File: config.mk
export PLATFORM = sky130hd
export DESIGN_NAME = adc_sequence_control
export DESIGN_NICKNAME = d
export VERILOG_FILES = /design/src/hdl/adc_seq_pkg.sv /design/src/hdl/adc_sequence_control.sv /design/src/hdl/result_format.sv
export VERILOG_INCLUDE_DIRS = /design/src /design/src/hdl
export SDC_FILE = /design/constraint.sdc
export NUM_CORES = 1
export LEC_CHECK = 0
export ABC_CLOCK_PERIOD_IN_PS = 4019
export BUFFER_PORTS_ARGS = -buffer_cell sky130_fd_sc_hd__buf_2
export CELL_PAD_IN_SITES_DETAIL_PLACEMENT = 0
export CELL_PAD_IN_SITES_GLOBAL_PLACEMENT = 1
export CORE_AREA = 3 3 112 114
export DETAILED_ROUTE_END_ITERATION = 10
export DIE_AREA = 0 0 115 117
export PLACE_DENSITY_LB_ADDON = 0.08
export SLEW_MARGIN = 20
export SYNTH_ARGS = -nofsm -noshare
export SYNTH_HDL_FRONTEND = slang
export SYNTH_HIERARCHICAL = 1
export SYNTH_SLANG_ARGS = --single-unit
File: constraint.sdc
create_clock -name CLOCK -period 4.02 [get_ports CLOCK]
set_input_delay 0.804 -clock CLOCK [delete_from_list [all_inputs] [get_ports CLOCK]]
set_output_delay 0.804 -clock CLOCK [all_outputs]
set_load 0.05 [all_outputs]
File: src/hdl/adc_seq_cfg.svh
// Offsets, field positions, reset values and timing counts of the sequence controller
`ifndef ADC_SEQ_CFG_SVH
`define ADC_SEQ_CFG_SVH

// ==========================================================
// Register map (byte addresses, one aligned word each)
`define SEQ_CTRL_ADDR 12'h000
`define SEQ_CFG_ADDR 12'h004
`define SEQ_STATUS_ADDR 12'h008

// ==========================================================
// Field positions of the sequence control register
`define FLD_JUSTIFY 7
`define FLD_SIGNED 6
`define FLD_SCAN 5
`define FLD_MULTI 4
`define FLD_CHAN_HI 3
`define FLD_CHAN_LO 0

// ==========================================================
// Field positions of the sequence configuration register
`define FLD_LEN_HI 3
`define FLD_LEN_LO 0
`define FLD_ETRIG 8

// ==========================================================
// Reset values
`define SEQ_CTRL_RESET 8'h00
`define SEQ_LEN_RESET 4'h4
`define ETRIG_RESET 1'b0

// ==========================================================
// Timing counts in CLOCK cycles
`define SAMPLE_CYCLES 4
`define CONVERT_CYCLES 10

`endif

File: src/hdl/adc_seq_pkg.sv
// Types shared by the conversion sequence controller
package adc_seq_pkg;

    // ==========================================================
    // Sequencer states, one-hot
    typedef enum logic [2:0] {
        ST_IDLE = 3'b001,
        ST_SAMPLE = 3'b010,
        ST_CONVERT = 3'b100
    } seq_state_t;

    typedef logic [3:0] chan_t;

endpackage

File: src/hdl/adc_sequence_control.sv
// Conversion sequence controller with APB registers
// Contract
// - Any control write aborts the running sequence and starts a new one.
// - With external trigger, one control write arms; each trigger then starts a sequence.
// - Start of conversion is the start of the sampling phase.
// - Bit 7: 0 left justified result, 1 right justified.
// - Bit 6: 0 unsigned, 1 signed two's complement result.
// - Signed format only when left justified; right justified is unsigned.
// - Bit 5: 0 single sequence, 1 continuous scan.
// - With external trigger, scan ignored; each trigger starts one sequence.
// - Bit 4 low: every conversion samples the selected channel.
// - Bit 4 high: converts sequence-length channels.
// - Multi-channel starts at selected code, increments, wraps to channel 0.
// - Control register readable and writable at any time.
//
// The APB register port and the register offsets are this design's own decisions.
`timescale 1ns/10ps
`include "adc_seq_cfg.svh"

// ==========================================================
// Register map, one aligned 32-bit word each
//   0x000 control byte: bit 7 right justify, bit 6 signed, bit 5 scan,
//         bit 4 multi-channel, bits 3:0 channel code; bits 31:8 read 0
//   0x004 configuration: bits 3:0 sequence length, bit 8 trigger enable
//   0x008 status, read only: bit 0 idle, bit 1 busy, bit 2 armed,
//         bits 11:8 channel being worked on
//   Other addresses answer with an error; writes there are dropped
//
// ==========================================================
// Bus timing
//   No wait states: every access phase completes in one cycle.
//   Read data loads on the setup edge, so it is steady for the whole
//   access phase and holds until the next read.
//   A write takes effect on the edge that completes the access phase.
//
// ==========================================================
// Sequence timing, counted from the edge that takes a start
//   cycle 1       sampling phase begins, start pulse, channel shown
//   cycles 1-4    sampling phase
//   cycles 5-14   conversion phase
//   cycle 15      result with valid pulse, done pulse on the last one
//   The next conversion of a sequence begins in cycle 15 as well, so
//   conversions run back to back without a gap.
//
// ==========================================================
// Limitations
//   A sequence length of zero runs one conversion.
//   A start during a conversion throws that conversion away; a
//   partial result is never reported.
//   The trigger pin passes a two-stage synchroniser, so a pulse must
//   stay high for more than one clock period or it may be missed.
//   Trigger starts wait for one control write; disabling the trigger
//   input drops that arming again.
//   Scan mode is ignored while the trigger input is enabled, so each
//   trigger yields exactly one sequence.
//   The converter sample is taken on the last conversion cycle; the
//   front end must hold it steady then.
//   Control settings change only through a write, which always
//   restarts the sequence, so a running sequence never mixes formats.

module adc_sequence_control
    import adc_seq_pkg::*;
#(
    parameter int RES_BITS = 10,
    parameter int NUM_CHANNELS = 16
) (
    input wire logic CLOCK,
    input wire logic RESETN,
    input wire logic PSEL,
    input wire logic PENABLE,
    input wire logic PWRITE,
    input wire logic [11:0] PADDR,
    input wire logic [31:0] PWDATA,
    output logic [31:0] PRDATA,
    output logic PREADY,
    output logic PSLVERR,
    input wire logic EXT_TRIGGER,
    input wire logic [RES_BITS-1:0] CONV_DATA,
    output logic [3:0] CHANNEL,
    output logic SAMPLE,
    output logic SEQ_START,
    output logic [15:0] RESULT,
    output logic RESULT_VALID,
    output logic SEQ_DONE
);
    import adc_seq_pkg::*;

    // Refuse parameter values the counters and formatter cannot serve
    initial begin
        if (NUM_CHANNELS < 2 || NUM_CHANNELS > 16) begin
            $error("adc_sequence_control: NUM_CHANNELS must be 2..16");
        end
        if (RES_BITS < 2 || RES_BITS > 16) begin
            $error("adc_sequence_control: RES_BITS must be 2..16");
        end
    end

    // ==========================================================
    // Address decode
    function automatic logic hit(input logic [11:0] addr, input logic [11:0] base);
        hit = (addr == base);
    endfunction

    // Bus side
    logic wr_en;
    logic ctrl_wr;
    logic cfg_wr;
    logic mapped;
    // Configuration and arming
    logic [7:0] ctrl_q;
    logic [3:0] len_q;
    logic etrig_en_q;
    logic armed_q;
    // Trigger path
    logic trig_s1_q;
    logic trig_s2_q;
    logic trig_s3_q;
    logic trig_rise;
    // Sequencer
    seq_state_t state_q;
    logic [3:0] chan_q;
    logic [3:0] remain_q;
    logic [4:0] cnt_q;
    logic start_req;
    logic last_conv;
    // Formatter output
    logic [15:0] fmt;

    assign wr_en = PSEL && PENABLE && PWRITE;
    assign ctrl_wr = wr_en && hit(PADDR, `SEQ_CTRL_ADDR);
    assign cfg_wr = wr_en && hit(PADDR, `SEQ_CFG_ADDR);
    assign mapped = hit(PADDR, `SEQ_CTRL_ADDR) || hit(PADDR, `SEQ_CFG_ADDR)
        || hit(PADDR, `SEQ_STATUS_ADDR);

    // Zero wait states; unmapped addresses flag an error
    assign PREADY = 1'b1;
    assign PSLVERR = PSEL && PENABLE && !mapped;

    // ==========================================================
    // Registers: writable any time, no state lockout
    always_ff @(posedge CLOCK or negedge RESETN) begin
        if (!RESETN) begin
            ctrl_q <= `SEQ_CTRL_RESET;
        end else if (ctrl_wr) begin
            ctrl_q <= PWDATA[7:0];
        end
    end

    // Sequence length and trigger enable live outside the control byte
    always_ff @(posedge CLOCK or negedge RESETN) begin
        if (!RESETN) begin
            len_q <= `SEQ_LEN_RESET;
            etrig_en_q <= `ETRIG_RESET;
        end else if (cfg_wr) begin
            len_q <= PWDATA[`FLD_LEN_HI:`FLD_LEN_LO];
            etrig_en_q <= PWDATA[`FLD_ETRIG];
        end
    end

    // Read mux, registered so data is stable over the access phase
    always_ff @(posedge CLOCK or negedge RESETN) begin
        if (!RESETN) begin
            PRDATA <= 32'h0000_0000;
        end else if (PSEL && !PENABLE && !PWRITE) begin
            if (hit(PADDR, `SEQ_CTRL_ADDR)) begin
                PRDATA <= {24'h00_0000, ctrl_q};
            end else if (hit(PADDR, `SEQ_CFG_ADDR)) begin
                PRDATA <= {23'h00_0000, etrig_en_q, 4'h0, len_q};
            end else if (hit(PADDR, `SEQ_STATUS_ADDR)) begin
                PRDATA <= {16'h0000, 4'h0, chan_q, 5'h00, armed_q, state_q[2:1] != 2'b00,
                    state_q == ST_IDLE};
            end else begin
                PRDATA <= 32'h0000_0000;
            end
        end
    end

    // ==========================================================
    // Trigger synchroniser; the first stage feeds only the second
    always_ff @(posedge CLOCK or negedge RESETN) begin
        if (!RESETN) begin
            trig_s1_q <= 1'b0;
            trig_s2_q <= 1'b0;
            trig_s3_q <= 1'b0;
        end else begin
            trig_s1_q <= EXT_TRIGGER;
            trig_s2_q <= trig_s1_q;
            trig_s3_q <= trig_s2_q;
        end
    end
    assign trig_rise = trig_s2_q && !trig_s3_q;

    // Trigger is only honoured after one control write
    always_ff @(posedge CLOCK or negedge RESETN) begin
        if (!RESETN) begin
            armed_q <= 1'b0;
        end else if (ctrl_wr) begin
            armed_q <= 1'b1;
        end else if (!etrig_en_q) begin
            armed_q <= 1'b0;
        end
    end

    // ==========================================================
    // Sequencer
    assign last_conv = (remain_q == 4'h1) || (remain_q == 4'h0);
    assign start_req = etrig_en_q && armed_q && trig_rise;

    // Channel after c, wrapping from the top channel back to zero
    function automatic logic [3:0] next_chan(input logic [3:0] c);
        if (c == 4'(NUM_CHANNELS - 1)) begin
            next_chan = 4'h0;
        end else begin
            next_chan = c + 4'h1;
        end
    endfunction

    // State, channel and counters; a start from bus or trigger overrides
    // everything else, which is what makes a write abort cleanly
    always_ff @(posedge CLOCK or negedge RESETN) begin
        if (!RESETN) begin
            state_q <= ST_IDLE;
            chan_q <= 4'h0;
            remain_q <= 4'h0;
            cnt_q <= 5'h00;
        end else if (ctrl_wr || start_req) begin
            // Abort whatever runs; new settings take effect at once
            state_q <= ST_SAMPLE;
            chan_q <= ctrl_wr ? PWDATA[`FLD_CHAN_HI:`FLD_CHAN_LO]
                : ctrl_q[`FLD_CHAN_HI:`FLD_CHAN_LO];
            remain_q <= len_q;
            cnt_q <= 5'h00;
        end else begin
            case (state_q)
                ST_IDLE: begin
                    cnt_q <= 5'h00;
                end
                // Hold the sampling phase for its fixed count
                ST_SAMPLE: begin
                    if (cnt_q == 5'(`SAMPLE_CYCLES - 1)) begin
                        state_q <= ST_CONVERT;
                        cnt_q <= 5'h00;
                    end else begin
                        cnt_q <= cnt_q + 5'h01;
                    end
                end
                // End of conversion decides: next channel, rescan or stop
                ST_CONVERT: begin
                    if (cnt_q == 5'(`CONVERT_CYCLES - 1)) begin
                        cnt_q <= 5'h00;
                        if (ctrl_q[`FLD_MULTI]) begin
                            chan_q <= next_chan(chan_q);
                        end
                        if (!last_conv) begin
                            remain_q <= remain_q - 4'h1;
                            state_q <= ST_SAMPLE;
                        end else if (ctrl_q[`FLD_SCAN] && !etrig_en_q) begin
                            // Scan restarts from the selected channel
                            remain_q <= len_q;
                            chan_q <= ctrl_q[`FLD_CHAN_HI:`FLD_CHAN_LO];
                            state_q <= ST_SAMPLE;
                        end else begin
                            state_q <= ST_IDLE;
                        end
                    end else begin
                        cnt_q <= cnt_q + 5'h01;
                    end
                end
                default: begin
                    state_q <= ST_IDLE;
                end
            endcase
        end
    end

    // ==========================================================
    // Result formatting
    result_format #(
        .RES_BITS(RES_BITS)
    ) u_fmt (
        .raw(CONV_DATA),
        .justify_right(ctrl_q[`FLD_JUSTIFY]),
        .signed_mode(ctrl_q[`FLD_SIGNED]),
        .result(fmt)
    );

    // Outputs registered; data captured at end of each conversion
    always_ff @(posedge CLOCK or negedge RESETN) begin
        if (!RESETN) begin
            RESULT <= 16'h0000;
            RESULT_VALID <= 1'b0;
            SEQ_DONE <= 1'b0;
            SEQ_START <= 1'b0;
        end else begin
            SEQ_START <= ctrl_wr || start_req;
            RESULT_VALID <= 1'b0;
            SEQ_DONE <= 1'b0;
            if (!ctrl_wr && !start_req && state_q == ST_CONVERT
                && cnt_q == 5'(`CONVERT_CYCLES - 1)) begin
                RESULT <= fmt;
                RESULT_VALID <= 1'b1;
                SEQ_DONE <= last_conv;
            end
        end
    end

    // Channel and sampling phase straight from state, no extra delay
    assign CHANNEL = chan_q;
    assign SAMPLE = (state_q == ST_SAMPLE);

endmodule

File: src/hdl/result_format.sv
// Formats a raw conversion into the result register layout
`timescale 1ns/10ps
`include "adc_seq_cfg.svh"

module result_format #(
    parameter int RES_BITS = 10
) (
    input wire logic [RES_BITS-1:0] raw,
    input wire logic justify_right,
    input wire logic signed_mode,
    output logic [15:0] result
);

    initial begin
        if (RES_BITS < 1 || RES_BITS > 16) begin
            $error("result_format: RES_BITS must be 1..16");
        end
    end

    // ==========================================================
    // Right justified always unsigned; signed only left justified
    always_comb begin
        logic [RES_BITS-1:0] val;
        val = raw;
        if (!justify_right && signed_mode) begin
            val = {~raw[RES_BITS-1], raw[RES_BITS-2:0]};
        end
        if (justify_right) begin
            result = {{(16-RES_BITS){1'b0}}, raw};
        end else begin
            result = {val, {(16-RES_BITS){1'b0}}};
        end
    end

endmodule
==> impl_metrics.json <==
{
  "clock_latency_ns": 0.33,
  "htree_levels": 3,
  "area_delta_synth_final_pct": 21.2,
  "crit_buf_inv": 2,
  "ys_async_sr_fraction": 1.00,
  "gr-total-overflow": 0,
  "cts.clk_slew.worst_paths_ns": 0.06,
  "synth.avg_cell_area_um2": 10.8,
  "synth_area_leaders": "dfrtp_1 45%, mux2_2 6.8%, mux2_4 4.8%",
  "core-area_um2": 11500,
  "finalPower_mw": 2.10,
  "grt_first_pass_wirelength_um": 13600,
  "hold_violations": 0,
  "relSlewSlack": 0.464,
  "rsz0062_at_grt": "no",
  "power_density_nw_per_um2": 499,
  "nNetsFinal": 461,
  "path_class": "primary input to primary output",
  "post-route-period-util": 0.706,
  "synth.distinct_cells": 61,
  "grt_max_degree": 33,
  "hold_depth": 0,
  "arrival_ns": 2.04,
  "multi_input_area_um2": 1650,
  "cp_data_required_time_ns": 3.22,
  "tightestPinTransition_ns": 0.792,
  "pin_count": 118,
  "startpoint_type": "primary input",
  "cts_setup_buffers": 0,
  "p_int_mw": 1.44,
  "cts_resized": 0,
  "slowest_stage": "nor4_4",
  "wirelength_um": 8420,
  "finalSetupViolations": 0,
  "dpl-instance-area_um2": 3860,
  "hold_buffers": 0,
  "fmax_mhz": 352,
  "hold_path.class": "register to register",
  "wire_per_inst_um": 15.5,
  "clock_power_share": 0.432,
  "path_cells": "buf_2, nor4_4, nand3_2, a21oi_1, nor2_1, buf_2",
  "dr.pass1.iters": 4,
  "synth_edf_count": 0,
  "finalMaxSlewViolations": 0,
  "finalSetupTns_ns": 0,
  "netSwitchingPower_uw": 654,
  "rrSetupSlack_ns": 1.91,
  "diodes": 0,
  "endpoint_kind": "primary output",
  "cts_sinks": 64,
  "fin_crit_ns": 2.84,
  "rows": 39,
  "initial_core_util": 0.301,
  "max_stage_delay_ns": 0.36,
  "outcome": "completed",
  "grt_usage": 0.132,
  "first_iter_violations": 148,
  "yosysMostFrequentCell": "dfrtp_1",
  "path_common_cell": "buf_2",
  "worstRegToRegCells": 6,
  "dieArea_um2": 13500,
  "die_x_um": 115,
  "drive_above_1_share": 0.347,
  "root_buffer": "clkbuf_16",
  "portBuffers": 73,
  "p_sw_frac": 0.312,
  "hpwl_um": 6020,
  "critical_path.top_delay_family": "simple AND/OR/NAND/NOR gates",
  "synth_top_area_cell": "dfrtp_1",
  "gp_congestion": 0.742,
  "avgViaCountPerCell": 4.72,
  "p_comb_frac": 0.206,
  "netlist_instances": 322,
  "reg2reg_from": "cnt_q[0]",
  "drv_cap": 0,
  "worstReg2RegEnd": "cnt_q[2]",
  "finalClockSkew_ns": 0.00611,
  "cts_max_path_buffers": 2,
  "synth_top_area_frac": 0.447,
  "die_y_um": 117,
  "nFillCells": 1181,
  "antenna_found_initial": 0,
  "seq_area_frac_synth": 0.462,
  "regArea_um2": 1600,
  "p_leak_nw": 2.12,
  "seqPwrFrac": 0.362,
  "synth_area_um2": 3470,
  "grt_pass1_vias": 2493,
  "ys.flop_type": "dfrtp_1",
  "fin_area_um2": 4200,
  "cts_buffers": 9,
  "drcViolationCount": 0,
  "cts_tree": "built",
  "layoutNonFillerInstCount": 544,
  "hp-start": "trig_s1_q",
  "ant_nets": 0,
  "ys.warnings.count": 6,
  "dp_cells": 528,
  "critPathMaxFanout": 10,
  "synth_common_cells": "62 x dfrtp_1, 42 x nand2_1, 23 x nor2_1, 21 x buf_4, 21 x mux2_2",
  "ys_seq_elements": 64,
  "num_vias": 2570,
  "peakVddDrop_v": 0.000204,
  "hold_end": "trig_s2_q"
}
cells by family (layout without fill, tap and decap cells):
kind of cell,count (synthesis),count (layout),synth area share
multiplexers,36,36,0.127
other,2,21,0.00217
XOR/XNOR,2,2,0.00505
AND/OR/NAND/NOR,107,107,0.182
adder cells (fa/ha/maj),5,5,0.0180
AO/OA/AOI/OAI,63,63,0.120
flip-flops,64,64,0.462
buffers and inverters,43,103,0.0826
final cells by class:
type | count | area share
inverter | 12 | 0.0107
timing repair buffer | 75 | 0.0905
clock inverter | 7 | 0.0286
clock buffer | 9 | 0.0536
tap | 143 | 0.0426
sequential | 64 | 0.382
multi-input combinational | 234 | 0.392
worst register-to-register path: stages (launching register included):
cell	delay, ns
dfrtp_1	0.41
ha_1	0.23
nor4b_1	0.63
a2bb2oi_1	0.41
o21ai_0	0.14
nand2_1	0.10
a21oi_1	0.06
worst max path at each step:
stage,from,end,cells past startpoint
6_report,PADDR[5],PSLVERR,6
4_1_cts,PADDR[5],PSLVERR,6
3_5_place_dp,PADDR[5],PSLVERR,6
5_1_grt,PADDR[5],PSLVERR,6
3_3_place_gp,PADDR[9],PSLVERR,6
2_1_floorplan,PADDR[2],PSLVERR,3
flip-flops by register name, indices dropped and copies added, names as in the netlist, 3 cells and up:
signal and count:
cnt_q 5, len_q 4, RESULT 16, remain_q 4, CHANNEL 4, PRDATA 12
ctrl_q 8, state_q 3
power groups by stage:
stage	Clock [mW]	Combinational, mW	Sequential [mW]
final	0.906	0.432	0.759
after CTS	0.936	0.436	0.759
after detailed placement	0	0.435	0.770
after global routing	0.963	0.467	0.768
after global placement	0	0.434	0.769
after floorplan	0	0.205	0.898
cells in the final DEF (no fill, tap or decap), types with 3 or more instances in the layout:
cell type | netlist | final
conb_1 | 2 | 21
clkbuf_16 | 0 | 9
a21oi_1 | 11 | 11
and2_1 | 6 | 6
o41ai_1 | 3 | 3
nor4_4 | 3 | 3
bufinv_16 | 0 | 3
mux2_2 | 21 | 21
a31oi_1 | 4 | 4
o22ai_1 | 3 | 3
nor2_1 | 23 | 23
o31ai_1 | 5 | 5
ha_1 | 5 | 5
inv_1 | 11 | 11
mux2i_1 | 4 | 4
buf_2 | 0 | 73
a2bb2oi_1 | 4 | 4
nand2_1 | 42 | 42
nor3_1 | 5 | 5
mux2_4 | 11 | 11
o21ai_0 | 17 | 17
dfrtp_1 | 62 | 62
nor2b_1 | 7 | 7
through the flow:
| stage | hold WS (ns) | worst slack, ns | utilization |
|---|---|---|---|
| global route | 0.351 | 1.09 | 0.365 |
| finish | 0.342 | 1.18 | 0.365 |
| global placement | 0.342 | 1.16 | 0.335 |
| CTS | 0.350 | 1.15 | 0.365 |
| floorplan | 0.331 | 1.34 | - |
| detailed placement | 0.343 | 1.15 | 0.335 |
routing by layer:
metal,track usage,wire length [um]
met5,0,0
met4,0.0540,112
met3,0.0278,394
met2,0.208,3920
met1,0.177,3990
(Power assumes the default switching activity.)
